--- src/core/fsr_pkg.sv ---
// Notes on behaviour
// (RULE_01) The extended status top bit reads 1 while a write buffer is free and 0 while none is.
// (RULE_02) After a buffered-write command the host polls extended status and loads data only once its top bit is 1.
// (RULE_03) The seven low bits of extended status are reserved and carry no status.
// (RULE_04) The host masks every reserved status bit and decides only on the defined flags.
// (RULE_05) The erase-suspend flag is 1 while an erase is suspended and 0 while it runs or has finished.
// (RULE_06) The host learns lock state by reading the lock configuration codes with the identifier-read command.
// (RULE_07) A deselected device keeps its data outputs off and stays in standby.
// (RULE_08) One shared output enable comes from the host read strobe and a decoder drives each device's chip enable.
// (RULE_09) The reset/power-down input follows the supply-good signal and is toggled during system reset.
// (RULE_10) In default mode the status pin goes low after a write-engine command and floats once the engine is done.
// (RULE_11) The command decoder enters read-array mode at power-up, after reset/power-down and after a supply dip.
// (RULE_12) The status top bit reads 1 when the engine is ready; other error flags are valid only then.
`default_nettype none
package fsr_pkg;
   // apb register offsets
   localparam logic [7:0] FSR_OFF_CTRL  = 8'h00;
   localparam logic [7:0] FSR_OFF_ADDR  = 8'h04;
   localparam logic [7:0] FSR_OFF_DATA  = 8'h08;
   localparam logic [7:0] FSR_OFF_DSTAT = 8'h0c;
   localparam logic [7:0] FSR_OFF_XSTAT = 8'h10;
   localparam logic [7:0] FSR_OFF_ISTAT = 8'h14;
   localparam logic [7:0] FSR_OFF_IMASK = 8'h18;
   // control fields
   localparam int FSR_CTRL_GO_BIT   = 0;
   localparam int FSR_CTRL_OP_LSB   = 4;
   localparam int FSR_CTRL_BUSY_BIT = 8;
   localparam int FSR_CTRL_RP_BIT   = 9;
   localparam int FSR_ADDR_SEL_LSB  = 24;
   // interrupt status bits
   localparam int FSR_EV_DONE = 0;
   localparam int FSR_EV_STS  = 1;
   localparam int FSR_EV_ERR  = 2;
   localparam logic [2:0] FSR_IRQ_RESET = 3'h0;
   // device status field positions and masks of the defined flags
   localparam int FSR_SR_READY_BIT  = 7;
   localparam int FSR_SR_SUSP_BIT   = 6;
   localparam int FSR_XSR_FREE_BIT  = 7;
   localparam logic [7:0] FSR_SR_DEFINED  = 8'hfa;
   localparam logic [7:0] FSR_SR_ERRORS   = 8'h3a;
   localparam logic [7:0] FSR_XSR_DEFINED = 8'h80;
   // device commands
   localparam logic [7:0] FSR_CMD_READ_STATUS = 8'h70;
   localparam logic [7:0] FSR_CMD_BUF_WRITE   = 8'he8;
   localparam logic [7:0] FSR_CMD_READ_ID     = 8'h90;
   // timing
   localparam int FSR_CLK_NS    = 20;
   localparam int FSR_T_ACC_NS  = 150;
   localparam int FSR_T_WP_NS   = 70;
   localparam int FSR_T_RP_NS   = 1000;
   localparam int FSR_ACC_CYC   = (FSR_T_ACC_NS + FSR_CLK_NS - 1) / FSR_CLK_NS;
   localparam int FSR_WP_CYC    = (FSR_T_WP_NS + FSR_CLK_NS - 1) / FSR_CLK_NS;
   localparam int FSR_RP_CYC    = (FSR_T_RP_NS + FSR_CLK_NS - 1) / FSR_CLK_NS;
   // operations the controller runs
   typedef enum logic [2:0] {
      FSR_OP_WRITE    = 3'b000,
      FSR_OP_READ     = 3'b001,
      FSR_OP_POLL_SR  = 3'b010,
      FSR_OP_POLL_XSR = 3'b011,
      FSR_OP_READ_ID  = 3'b100,
      FSR_OP_RESET    = 3'b101
   } fsr_op_t;
endpackage : fsr_pkg
`default_nettype wire

--- src/core/fsr_cyc_if.sv ---
`default_nettype none
// one flash bus cycle request between sequencer and pin engine
interface fsr_cyc_if;
   logic        req;
   logic        wr;
   logic [25:0] addr;
   logic [7:0]  wdata;
   logic        ack;
   logic [7:0]  rdata;
   modport master (output req, wr, addr, wdata, input ack, rdata);
   modport engine (input req, wr, addr, wdata, output ack, rdata);
endinterface : fsr_cyc_if
`default_nettype wire

--- src/core/fsr_host.sv ---
`default_nettype none
module fsr_host
   import fsr_pkg::*;
(
   input  wire logic        clk_sys,          // 50 MHz clock
   input  wire logic        arst_n,           // async reset, active low
   input  wire logic        psel,             // apb select
   input  wire logic        penable,          // apb access phase
   input  wire logic        pwrite,           // apb direction
   input  wire logic [7:0]  paddr,            // apb byte address
   input  wire logic [31:0] pwdata,           // apb write data
   output logic [31:0]      prdata,           // apb read data
   output logic             pready,           // apb ready
   output logic             pslverr,          // apb error, unmapped address
   output logic             irq,              // level interrupt
   input  wire logic        supply_ok,        // system supply good
   input  wire logic        status_pin,       // open-drain busy line, pulled up
   output logic [23:0]      flash_addr,       // flash address
   output logic [3:0]       flash_ce_n,       // chip enables, one per device
   output logic             flash_oe_n,       // shared output enable
   output logic             flash_we_n,       // write enable
   output logic             reset_powerdown_n,// reset/power-down drive
   input  wire logic [7:0]  flash_dq_i,       // data pins in
   output logic [7:0]       flash_dq_o,       // data pins out
   output logic             flash_dq_oe       // data pins driven
);
   import fsr_pkg::*;

   typedef enum logic [2:0] {
      FSR_ST_IDLE = 3'b000,
      FSR_ST_CMD  = 3'b001,
      FSR_ST_READ = 3'b010,
      FSR_ST_RST  = 3'b011,
      FSR_ST_FIN  = 3'b100
   } fsr_state_t;

   fsr_cyc_if  cyc ();

   fsr_state_t  st_q, st_d;
   fsr_op_t     op_q;
   logic [25:0] addr_q;
   logic [7:0]  data_q;
   logic [7:0]  dstat_q;
   logic [7:0]  xstat_q;
   logic [2:0]  istat_q;
   logic [2:0]  imask_q;
   logic [5:0]  rp_cnt_q;
   logic        rp_q;
   logic        sts_q;

   // apb decode: zero-wait slave, error on unmapped offset
   wire         wr_acc   = psel && penable && pwrite;
   wire         rd_acc   = psel && penable && !pwrite;
   wire         hit_ctrl = (paddr == FSR_OFF_CTRL);
   wire         hit_addr = (paddr == FSR_OFF_ADDR);
   wire         hit_data = (paddr == FSR_OFF_DATA);
   wire         hit_ist  = (paddr == FSR_OFF_ISTAT);
   wire         hit_imk  = (paddr == FSR_OFF_IMASK);
   wire         mapped   = hit_ctrl || hit_addr || hit_data || hit_ist || hit_imk ||
                           (paddr == FSR_OFF_DSTAT) || (paddr == FSR_OFF_XSTAT);
   wire         busy     = (st_q != FSR_ST_IDLE);
   wire         go       = wr_acc && hit_ctrl && pwdata[FSR_CTRL_GO_BIT] && !busy;
   wire fsr_op_t go_op   = fsr_op_t'(pwdata[FSR_CTRL_OP_LSB +: 3]);

   assign pready  = 1'b1;
   assign pslverr = psel && penable && !mapped;

   // read mux
   always_comb begin
      prdata = 32'h0;
      unique case (paddr)
         FSR_OFF_CTRL:  prdata = {22'h0, rp_q, busy, 1'b0, op_q, 4'h0};
         FSR_OFF_ADDR:  prdata = {6'h0, addr_q};
         FSR_OFF_DATA:  prdata = {24'h0, data_q};
         FSR_OFF_DSTAT: prdata = {24'h0, dstat_q};
         FSR_OFF_XSTAT: prdata = {24'h0, xstat_q};
         FSR_OFF_ISTAT: prdata = {29'h0, istat_q};
         FSR_OFF_IMASK: prdata = {29'h0, imask_q};
         default:       prdata = 32'h0;
      endcase
   end

   // results of a finished pin cycle; reserved bits are stripped before status decisions and snapshots, data_q takes the raw byte [RULE_04]
   wire         rd_done   = (st_q == FSR_ST_READ) && cyc.ack;
   wire  [7:0]  sr_view   = cyc.rdata & FSR_SR_DEFINED;          // [RULE_04]
   wire  [7:0]  xsr_view  = cyc.rdata & FSR_XSR_DEFINED;         // [RULE_04] [RULE_03]
   // error flags only count once the engine reports ready [RULE_12]
   wire         sr_ready  = sr_view[FSR_SR_READY_BIT];
   wire         xsr_free  = xsr_view[FSR_XSR_FREE_BIT];          // [RULE_01]
   wire         poll_more = rd_done && ((op_q == FSR_OP_POLL_SR && !sr_ready) ||
                                        (op_q == FSR_OP_POLL_XSR && !xsr_free));

   // command byte a sequence writes first
   assign cyc.req   = (st_q == FSR_ST_CMD) || (st_q == FSR_ST_READ);
   assign cyc.wr    = (st_q == FSR_ST_CMD);
   assign cyc.addr  = addr_q;
   assign cyc.wdata = (op_q == FSR_OP_POLL_SR)  ? FSR_CMD_READ_STATUS :
                      (op_q == FSR_OP_POLL_XSR) ? FSR_CMD_BUF_WRITE :
                      (op_q == FSR_OP_READ_ID)  ? FSR_CMD_READ_ID : data_q;

   // sequencer
   always_comb begin
      st_d = st_q;
      unique case (st_q)
         FSR_ST_IDLE: begin
            if (go) begin
               unique case (go_op)
                  FSR_OP_READ:  st_d = FSR_ST_READ;
                  FSR_OP_RESET: st_d = FSR_ST_RST;
                  default:      st_d = FSR_ST_CMD;
               endcase
            end
         end
         FSR_ST_CMD:  if (cyc.ack) st_d = (op_q == FSR_OP_WRITE) ? FSR_ST_FIN : FSR_ST_READ;
         FSR_ST_READ: begin
            // buffer request is repeated until a buffer is free [RULE_02]
            if (cyc.ack) st_d = !poll_more ? FSR_ST_FIN :
                                (op_q == FSR_OP_POLL_XSR) ? FSR_ST_CMD : FSR_ST_READ;
         end
         FSR_ST_RST:  if (rp_cnt_q == 6'h0) st_d = FSR_ST_FIN;
         FSR_ST_FIN:  st_d = FSR_ST_IDLE;
         default:     st_d = FSR_ST_IDLE;
      endcase
   end

   // events: op finished, busy line released, error flag seen on a ready status
   wire         sts_rise = status_pin && !sts_q;                 // [RULE_10]
   wire         err_seen = rd_done && op_q == FSR_OP_POLL_SR && sr_ready && |(sr_view & FSR_SR_ERRORS);
   wire  [2:0]  ev_set   = {err_seen, sts_rise, st_q == FSR_ST_FIN};
   wire  [2:0]  ev_clr   = (wr_acc && hit_ist) ? pwdata[2:0] : 3'h0;
   assign irq = |(istat_q & imask_q);

   // control and register state
   always_ff @(posedge clk_sys or negedge arst_n) begin
      if (!arst_n) begin
         st_q    <= FSR_ST_IDLE;
         op_q    <= FSR_OP_WRITE;
         addr_q  <= 26'h0;
         data_q  <= 8'h0;
         imask_q <= FSR_IRQ_RESET;
         sts_q   <= 1'b1;
      end else begin
         st_q  <= st_d;
         sts_q <= status_pin;
         if (go) op_q <= go_op;
         if (wr_acc && hit_addr && !busy) addr_q <= pwdata[25:0];
         if (wr_acc && hit_data && !busy) data_q <= pwdata[7:0];
         else if (rd_done) data_q <= cyc.rdata;   // lock codes land here for software [RULE_06]
         if (wr_acc && hit_imk) imask_q <= pwdata[2:0];
      end
   end

   // status snapshots, masked; erase-suspend flag kept for software [RULE_05]
   always_ff @(posedge clk_sys or negedge arst_n) begin
      if (!arst_n) begin
         dstat_q <= 8'h0;
         xstat_q <= 8'h0;
         istat_q <= FSR_IRQ_RESET;
      end else begin
         if (rd_done && op_q == FSR_OP_POLL_SR) dstat_q <= sr_view;     // [RULE_04]
         if (rd_done && op_q == FSR_OP_POLL_XSR) xstat_q <= xsr_view;   // [RULE_04]
         istat_q <= (istat_q & ~ev_clr) | ev_set;                       // set wins over clear
      end
   end

   // reset/power-down follows supply and is pulsed on request [RULE_09]
   always_ff @(posedge clk_sys or negedge arst_n) begin
      if (!arst_n) begin
         rp_cnt_q <= 6'h0;
         rp_q     <= 1'b0;
      end else begin
         if (go && go_op == FSR_OP_RESET) rp_cnt_q <= 6'(FSR_RP_CYC - 1);
         else if (rp_cnt_q != 6'h0) rp_cnt_q <= rp_cnt_q - 6'h1;
         rp_q <= supply_ok && (st_q != FSR_ST_RST) && !(go && go_op == FSR_OP_RESET);   // [RULE_09]
      end
   end
   assign reset_powerdown_n = rp_q;

   fsr_pin_cycle u_pins (
      .clk_sys (clk_sys),
      .arst_n  (arst_n),
      .cyc     (cyc.engine),
      .addr_o  (flash_addr),
      .ce_n    (flash_ce_n),
      .oe_n    (flash_oe_n),
      .we_n    (flash_we_n),
      .dq_i    (flash_dq_i),
      .dq_o    (flash_dq_o),
      .dq_oe   (flash_dq_oe)
   );

   property p_xsr_done_free;
      @(posedge clk_sys) disable iff (!arst_n)
      (st_q == FSR_ST_FIN && op_q == FSR_OP_POLL_XSR) |-> xstat_q[FSR_XSR_FREE_BIT];
   endproperty
   a_xsr_done_free: assert property (p_xsr_done_free)   // [RULE_02]
      else $error("buffer poll finished without a free buffer");

   property p_reserved_masked;
      @(posedge clk_sys) disable iff (!arst_n)
      ((dstat_q & ~FSR_SR_DEFINED) == 8'h0) && ((xstat_q & ~FSR_XSR_DEFINED) == 8'h0);
   endproperty
   a_reserved_masked: assert property (p_reserved_masked)   // [RULE_04]
      else $error("reserved status bit kept");

   property p_id_cmd_first;
      @(posedge clk_sys) disable iff (!arst_n)
      (st_q == FSR_ST_CMD && cyc.ack && op_q == FSR_OP_READ_ID) |->
         cyc.wdata == FSR_CMD_READ_ID ##1 st_q == FSR_ST_READ;
   endproperty
   a_id_cmd_first: assert property (p_id_cmd_first)   // [RULE_06]
      else $error("identifier read not preceded by its command");

   property p_rp_follows_supply;
      @(posedge clk_sys) disable iff (!arst_n)
      !supply_ok |=> !reset_powerdown_n;
   endproperty
   a_rp_follows_supply: assert property (p_rp_follows_supply)   // [RULE_09]
      else $error("reset/power-down high without supply");

   property p_rp_pulse;
      @(posedge clk_sys) disable iff (!arst_n)
      (go && go_op == FSR_OP_RESET) |=> !reset_powerdown_n [*8];
   endproperty
   a_rp_pulse: assert property (p_rp_pulse)   // [RULE_09]
      else $error("reset pulse too short");
endmodule : fsr_host
`default_nettype wire

--- src/core/fsr_pin_cycle.sv ---
`default_nettype none
module fsr_pin_cycle
   import fsr_pkg::*;
(
   input  wire logic    clk_sys,   // system clock
   input  wire logic    arst_n,    // async reset
   fsr_cyc_if.engine    cyc,       // cycle request
   output logic [23:0]  addr_o,    // flash address
   output logic [3:0]   ce_n,      // per-device chip enables
   output logic         oe_n,      // shared output enable
   output logic         we_n,      // write enable
   input  wire logic [7:0] dq_i,   // data pins in
   output logic [7:0]   dq_o,      // data pins out
   output logic         dq_oe      // data pins driven
);
   import fsr_pkg::*;

   typedef enum logic [1:0] {
      FSR_PC_IDLE  = 2'b00,
      FSR_PC_SETUP = 2'b01,
      FSR_PC_STRB  = 2'b10,
      FSR_PC_HOLD  = 2'b11
   } fsr_pc_t;

   fsr_pc_t     st_q, st_d;
   logic [3:0]  cnt_q;
   logic        wr_q;
   logic [1:0]  sel_q;
   logic [7:0]  rdata_q;
   wire         strobe_end = (st_q == FSR_PC_STRB) && (cnt_q == 4'h0);
   wire  [3:0]  strobe_len = wr_q ? 4'(FSR_WP_CYC - 1) : 4'(FSR_ACC_CYC - 1);
   wire         sel_on     = (st_q != FSR_PC_IDLE) && (st_q != FSR_PC_HOLD);

   // next state of one bus cycle
   always_comb begin
      st_d = st_q;
      unique case (st_q)
         FSR_PC_IDLE:  if (cyc.req) st_d = FSR_PC_SETUP;
         FSR_PC_SETUP: st_d = FSR_PC_STRB;
         FSR_PC_STRB:  if (strobe_end) st_d = FSR_PC_HOLD;
         FSR_PC_HOLD:  st_d = FSR_PC_IDLE;
      endcase
   end

   // decoder drives one chip enable, all others stay high so idle parts rest [RULE_08]
   assign ce_n      = sel_on ? ~(4'h1 << sel_q) : 4'hf;
   assign oe_n      = !((st_q == FSR_PC_STRB) && !wr_q);   // shared read strobe [RULE_08]
   assign we_n      = !((st_q == FSR_PC_STRB) && wr_q);
   assign dq_oe     = sel_on && wr_q;
   assign cyc.ack   = (st_q == FSR_PC_HOLD);
   assign cyc.rdata = rdata_q;

   // latch request; hold recovery cycle so a lingering req is never taken twice
   always_ff @(posedge clk_sys or negedge arst_n) begin
      if (!arst_n) begin
         st_q    <= FSR_PC_IDLE;
         cnt_q   <= 4'h0;
         wr_q    <= 1'b0;
         sel_q   <= 2'h0;
         addr_o  <= 24'h0;
         dq_o    <= 8'h0;
         rdata_q <= 8'h0;
      end else begin
         st_q <= st_d;
         if (st_q == FSR_PC_IDLE && cyc.req) begin
            wr_q   <= cyc.wr;
            sel_q  <= cyc.addr[25:24];
            addr_o <= cyc.addr[23:0];
            dq_o   <= cyc.wdata;
         end
         if (st_q == FSR_PC_SETUP) cnt_q <= strobe_len;
         else if (cnt_q != 4'h0) cnt_q <= cnt_q - 4'h1;
         if (strobe_end && !wr_q) rdata_q <= dq_i;   // sample at end of access time
      end
   end

   property p_oe_only_selected_read;
      @(posedge clk_sys) disable iff (!arst_n)
      !oe_n |-> (ce_n != 4'hf) && we_n && !dq_oe;
   endproperty
   a_oe_only_selected_read: assert property (p_oe_only_selected_read)   // [RULE_08]
      else $error("output enable without a selected read");
endmodule : fsr_pin_cycle
`default_nettype wire

--- config.mk ---
export PLATFORM = sky130hd
export DESIGN_NAME = fsr_host
export DESIGN_NICKNAME = d
export VERILOG_FILES = /design/src/core/fsr_pkg.sv /design/src/core/fsr_cyc_if.sv /design/src/core/fsr_host.sv /design/src/core/fsr_pin_cycle.sv
export SDC_FILE = /design/constraint.sdc
export NUM_CORES = 1
export LEC_CHECK = 0
export ABC_AREA = 1
export BUFFER_PORTS_ARGS = -buffer_cell sky130_fd_sc_hd__buf_2
export CAP_MARGIN = 20
export CORE_MARGIN = 8
export CORE_UTILIZATION = 53
export DETAILED_ROUTE_END_ITERATION = 6
export HOLD_SLACK_MARGIN = 0.1
export PLACE_DENSITY = 0.79
export SYNTH_ARGS = -nofsm -noshare
export SYNTH_HDL_FRONTEND = slang
export SYNTH_SLANG_ARGS = --single-unit
--- constraint.sdc ---
create_clock -name clk_sys -period 4.5 [get_ports clk_sys]
set_clock_uncertainty 0.2 [all_clocks]
set_input_delay 0.675 -clock clk_sys [delete_from_list [all_inputs] [get_ports clk_sys]]
set_output_delay 0.675 -clock clk_sys [all_outputs]
set_load 0.01 [all_outputs]
==> impl_metrics.csv, run 1 <==
group,metric,value,unit
global_route,grt_max_degree,60,
die,die_h,118,um
finish,diodes,0,
global_route,grt_busiest_layer,"met2",
cts,root_buffer,"clkbuf_8",
finish,drive_gt1_share,22.1,%
sta,finalCritPeriodShare,63.6,%
die,rows,37,
yosys,yosysTopAreaCell,"dfrtp_1",
route,ant_nets,0,
yosys,synth-seq-cells,110,
yosys,synth-edff-count,0,
cts,cts_max_path_buffers,2,
die,coreArea,0.0102,mm2
sta,setup_viol,0,
sta,slew_violations,0,
finish,mostFrequentLayoutCell,"nand2_1",
finish,fin_util,61.5,%
route,vias,4799,
die,dieArea,0.0140,mm2
global_route,antenna_found_initial,0,
die,start_util,54.2,%
global_route,use_met2,35.0,%
finish,final_cell_mix,"nand2_1 (193), buf_2 (115), dfrtp_1 (109)",
route,routed_wl,14.2,mm
worst_setup_path,startpoint,"paddr[7]",
placement,gp_congestion,0.906,
cts,cts_buffers,9,
sta,tns,0,ps
worst_setup_path,critPathLaunchType,"input pin",
cts,clk_latency,380,ps
power,static-leakage-power,3.34,nW
sta,rsz0062_at_grt,"no",
cts,path_clk_slew,110,ps
global_route,grt_use_met1,25.2,%
sta,relSlewSlack,42.2,%
power,ir_drop,217,uV
cts,cts_tree,"built",
power,power_density,446,mW/mm2
yosys,yosysSeqAreaShare,49.7,%
cts,post_cts_buffers,0,
global_route,met3_usage,4.76,%
route,wire_per_inst,15.4,um
min_path,hold_start,"status_pin",
global_route,grt_pass1_wl,23.7,mm
min_path,hp-class,"in -> reg",
cts,clock_sinks,110,
yosys,ys.flop_type,"dfrtp_1",
outcome,outcome,"finished, final reports clean",
yosys,avgSynthCellArea,8.18,um2
finish,finalNetCount,846,
sta,worst_pin_slew,865,ps
worst_setup_path,r2r-start,"st_q[1]$_DFFE_PN0P_",
sta,timing.final.hold_violations,0,
worst_setup_path,crit_type,"in -> out",
finish,area_growth_syn_to_layout,13.6,%
yosys,yosysWarnings,0,
die,ioPinCount,130,
yosys,synthDistinctLibCells,36,
die,die_w,118,um
run,drv_cap,0,
worst_setup_path,arrival,1990,ps
cts,htreeDepth,3,
global_route,grt_pass1_vias,4813,
power,power.total,2.81,mW
yosys,synthArstFlopShare,100,%
route,drt-initial-drc-count,430,
worst_setup_path,end_kind,"output pin",
finish,fill_cells,928,
global_route,gr-total-overflow,0,
route,drc_errors,0,
yosys,synthCells,677,
yosys,synth_top_area_share,49.2,%
sta,max_freq,0.350,GHz
route,dr.pass1.iters,5,
worst_setup_path,worst-endpoint-required,3620,ps
global_route,grt_usage,20.5,%
route,avgViaCountPerCell,5.19,
placement,dp_hpwl,10.6,mm
yosys,syn_area,0.00554,mm2
sta,fin_crit,2860,ps
worst_setup_path,critPathMaxFanout,20,
placement,port_buffers,116,
yosys,synth.area.top_cells,"dfrtp_1 (49%), nand2_1 (13%), nand3_1 (7.2%)",
flip-flops by register name, summed over array words and instances (netlist names):
signal,count
addr_q,26
u_pins.addr_o,24
data_q,8
u_pins.cyc.rdata,8
u_pins.dq_o,8
dstat_q,6
rp_cnt_q,6
u_pins.cnt_q,4
imask_q,3
istat_q,3
op_q,3
st_q,3
u_pins.sel_q,2
u_pins.st_q,2
reset_powerdown_n,1
sts_q,1
u_pins.wr_q,1
xstat_q,1
cells by family after synthesis:
logic type               Yosys count  synth area share (%)
XOR/XNOR                           5                 0.790
other                              2                 0.136
flip-flops                       110                  49.7
buffers and inverters            111                  9.71
AND/OR/NAND/NOR                  362                  29.7
AO/OA/AOI/OAI                     79                  8.13
adder cells (fa/ha/maj)            8                  1.81
what timing repair did:
item / CTS / global route
hold endpoints to repair: 38 / 0
gates resized for setup: 0 / 0
hold buffers: 1 / 0
synth_stat cells (2+ instances only):
cell type and number:
nand2_1 193, dfrtp_1 109, nand3_1 80, inv_1 78, nor2_1 52, o21ai_0 40
a21oi_1 15, buf_6 10, nand4_1 10, o21ai_2 10, buf_2 9, buf_4 9
ha_1 8, nor2_4 8, o21ai_1 7, nand2_4 5, xor2_1 4, inv_2 3
nor2_2 3, nor3_1 3, conb_1 2, nand2_2 2, o211ai_1 2, o21a_1 2
or2_2 2
critical path, stage by stage:
cell and delay, ps:
buf_2 100, nor2_2 180, nand2_4 140, nor2_8 160
nand2_2 270, o211ai_1 280, buf_2 170
metrics by stage:
step	instances	area [um2]	worst slack (ps)	hold slack [ps]
5_1_grt	924	6290	1530	178
3_3_place_gp	907	6100	1640	250
6_report	924	6290	1640	195
2_1_floorplan	682	5560	2000	179
3_5_place_dp	907	6100	1620	258
4_1_cts	924	6290	1620	188
per-layer routing:
layer  vias up  wire length [um]
met5         -                 0
met3        21               777
li1       2343                 -
met2       133              6990
met4         0               256
met1      2302              6160
final cells by class:
type	count	area, um2	share of cell area (%)
Tap cell	136	170	2.70
Clock inverter	7	60.1	0.954
Multi-Input combinational cell	461	2270	36.0
Timing Repair Buffer	119	608	9.66
Sequential cell	110	2750	43.8
Inverter	82	309	4.91
Clock buffer	9	124	1.97
path summary, 6_finish.rpt:
path / endpoint / slack [ps] / cells after the start
max in group asynchronous: st_q[2]$_DFFE_PN0P_ / 2620 / 3
min in group asynchronous: istat_q[1]$_DFF_PN0_ / 600 / 2
min: sts_q$_DFF_PN1_ / 200 / 1
max: prdata[3] / 1640 / 7
max reg2reg: addr_q[0]$_DFFE_PN0P_ / 2080 / 6
min reg2reg: u_pins.addr_o[1]$_DFFE_PN0P_ / 280 / 2
power by group:
part	leakage, nW	internal [mW]	total (mW)	switching, mW
combinational	1.84	0.327	0.923	0.595
sequential	1.42	1.18	1.32	0.137
clock	0.0836	0.208	0.565	0.357
Power figures use the tool's default switching activity.
==> run 2: changes to the inputs <==
--- a/config.mk
+++ b/config.mk
@@ -5,14 +5,14 @@
 export SDC_FILE = /design/constraint.sdc
 export NUM_CORES = 1
 export LEC_CHECK = 0
-export ABC_AREA = 1
+export ABC_AREA = 0
 export BUFFER_PORTS_ARGS = -buffer_cell sky130_fd_sc_hd__buf_2
 export CAP_MARGIN = 20
 export CORE_MARGIN = 8
-export CORE_UTILIZATION = 53
+export CORE_UTILIZATION = 49
 export DETAILED_ROUTE_END_ITERATION = 6
 export HOLD_SLACK_MARGIN = 0.1
-export PLACE_DENSITY = 0.79
+export PLACE_DENSITY = 0.77
 export SYNTH_ARGS = -nofsm -noshare
 export SYNTH_HDL_FRONTEND = slang
 export SYNTH_SLANG_ARGS = --single-unit
==> constraint.sdc (replaced) <==
create_clock -name clk_sys -period 2.4 [get_ports clk_sys]
set_clock_uncertainty 0.2 [all_clocks]
set_input_delay 0.36 -clock clk_sys [delete_from_list [all_inputs] [get_ports clk_sys]]
set_output_delay 0.36 -clock clk_sys [all_outputs]
set_load 0.01 [all_outputs]
==> impl_metrics.csv, run 2 <==
group,metric,value,unit
worst_setup_path,critPathLaunchType,"register",
yosys,synth-edff-count,0,
die,ioPinCount,130,
route,drc_errors,0,
worst_setup_path,crit_type,"reg -> out",
yosys,synth.area.top_cells,"dfrtp_1 (51%), mux2_2 (11%), mux2_4 (5.6%)",
route,wire_per_inst,18.2,um
worst_setup_path,critPathMaxFanout,3,
route,dr.pass1.iters,6,
yosys,ys.flop_type,"dfrtp_1",
sta,setup_slack,60.4,ps
worst_setup_path,end_kind,"output pin",
global_route,grt_usage,19.1,%
finish,seq_area,0.00275,mm2
global_route,gr-total-overflow,0,
route,avgViaCountPerCell,5.55,
global_route,use_met2,32.0,%
global_route,grt_pass1_wl,22.3,mm
die,coreArea,0.0108,mm2
outcome,outcome,"finished, final reports clean",
die,die_w,121,um
yosys,yosysTopAreaCell,"dfrtp_1",
finish,finalNonFillerCells,771,
finish,largest_register_ffs,26,
cts,cts_max_path_buffers,2,
placement,dp_cells,713,
power,power_density,788,mW/mm2
yosys,synth_top_area_share,50.6,%
finish,reg.largest.list,"addr_q x26, u_pins.addr_o x24",
yosys,synth_top_cells_by_count,"dfrtp_1 (109), mux2_2 (55), nand2_1 (30)",
cts,clock_sinks,110,
finish,fill_cells,781,
sta,max_freq,0.427,GHz
placement,place_area,0.00629,mm2
finish,diodes,0,
cts,root_buffer,"clkbuf_8",
min_path,hp-class,"in -> reg",
finish,design_area,0.00692,mm2
route,drt-initial-drc-count,336,
yosys,syn_area,0.00540,mm2
die,die_h,121,um
placement,dp_worst_setup_slack,-16.8,ps
finish,multi_input_area,0.00250,mm2
die,dieArea,0.0146,mm2
global_route,grt_pass1_vias,4424,
power,static-leakage-power,3.65,nW
sta,slew_violations,0,
placement,port_buffers,116,
run,drv_cap,0,
sta,worst_pin_slew,583,ps
finish,finalNetCount,689,
yosys,synthDistinctLibCells,59,
yosys,synthCells,447,
global_route,met3_usage,5.07,%
cts,path_clk_slew,90,ps
sta,setup_viol,0,
die,rows,38,
yosys,yosysMostFrequentCell,"dfrtp_1",
global_route,grt_max_degree,46,
die,start_util,50.0,%
route,vias,4282,
placement,dp_hpwl,10.3,mm
yosys,yosysSeqAreaShare,51.0,%
finish,fin_util,64.1,%
power,ir_drop,595,uV
global_route,grt_busiest_layer,"met2",
cts,cts_tree,"built",
sta,fin_crit,2340,ps
finish,mostFrequentLayoutCell,"buf_2",
yosys,synth-seq-cells,110,
placement,gp_congestion,0.873,
sta,finalCritPeriodShare,97.5,%
finish,top_register,"addr_q",
sta,relSlewSlack,61.0,%
finish,final_cell_mix,"buf_2 (115), dfrtp_1 (109), mux2_2 (55)",
sta,timing.final.hold_violations,0,
yosys,avgSynthCellArea,12.1,um2
global_route,antenna_found_initial,0,
yosys,yosysWarnings,0,
route,ant_nets,0,
power,power.total,5.45,mW
cts,cts_buffers,9,
global_route,grt_use_met1,23.5,%
worst_setup_path,arrival,1780,ps
yosys,synthArstFlopShare,100,%
cts,htreeDepth,3,
finish,area_growth_syn_to_layout,28.2,%
route,routed_wl,14.0,mm
finish,drive_gt1_share,41.4,%
worst_setup_path,worst-endpoint-required,1840,ps
cts,clk_latency,370,ps
==> run 2: cell count changes after synthesis, sizes merged, moves of 9 or more <==
cell,before,now
a22o,0,9
nand2,200,30
nor2,64,16
a21o,0,9
nor3,4,13
o21ai,57,10
buf,28,11
inv,81,10
nand2b,0,9
clkbuf,1,17
nand3,81,9
mux2,0,75
and3,0,19
==> run 2: kinds of logic after synthesis <==
group	Yosys count	share of synthesized area (%)
xor gates and xnor gates	6	0.974
muxes	85	19.6
and+or+nand+nor	133	13.8
buffers and inverters	38	3.94
AOI/OAI and AO/OA	65	8.63
other	2	0.139
DFF	110	51.0
adders and majority gates	8	1.86
==> run 2: through the flow <==
step / hold slack [ps] / TNS (ps)
after floorplan: -136 / 0
after global placement: 169 / 0
after detailed placement: 178 / -16.8
after CTS: 107 / 0
after global routing: 116 / -10.6
final: 133 / 0
==> run 2: final cells by class <==
cell class / count / share of cell area [%]
Clock inverter: 4 / 0.688
Multi-Input combinational cell: 304 / 36.2
Inverter: 10 / 0.543
Sequential cell: 110 / 39.8
Clock buffer: 12 / 1.95
Timing Repair Buffer: 191 / 18.2
Tap cell: 140 / 2.53
==> run 2: worst paths after layout <==
path                                             from                          end  slack (ps)  cells past startpoint
min in group asynchronous                      arst_n       addr_q[17]$_DFFE_PN0P_         300                      2
hold / removal                              pwdata[0]        addr_q[0]$_DFFE_PN0P_         130                      2
setup reg to reg                  st_q[2]$_DFFE_PN0P_       addr_q[16]$_DFFE_PN0P_         100                      5
hold reg to reg            u_pins.dq_o[1]$_DFFE_PN0P_   u_pins.dq_o[1]$_DFFE_PN0P_         290                      2
max in group asynchronous                      arst_n  u_pins.cnt_q[2]$_DFFE_PN0P_         950                      3
setup / recovery                addr_q[1]$_DFFE_PN0P_                    prdata[1]          60                      5
==> run 2: what timing repair did <==
| item | CTS | global route |
|---|---|---|
| hold buffers | 36 | 0 |
| buffers inserted | 1 | 5 |
| setup endpoints to repair | 3 | 21 |
| endpoints found under the hold margin | 79 | 0 |
| resized for setup | 2 | 5 |
==> run 2: worst max-delay path, stage by stage, from the launching register on <==
cell	delay, ps
dfrtp_1	390
nand2_1	70
mux2_2	250
or4_1	420
a21oi_2	140
buf_2	140
==> run 2: where the power goes <==
group	total [mW]	internal, mW	switching (mW)
clock network	1.07	0.481	0.594
registers	2.48	2.19	0.288
logic	1.90	0.938	0.961
==> run 2: per-layer routing <==
| layer | wire length (um) | share of wire, % | up-vias |
|---|---|---|---|
| li1 | - | - | 1968 |
| met1 | 6000 | 43 | 2132 |
| met2 | 6790 | 48 | 159 |
| met3 | 965 | 6.9 | 23 |
| met4 | 272 | 1.9 | 0 |
| met5 | 0 | 0 | - |
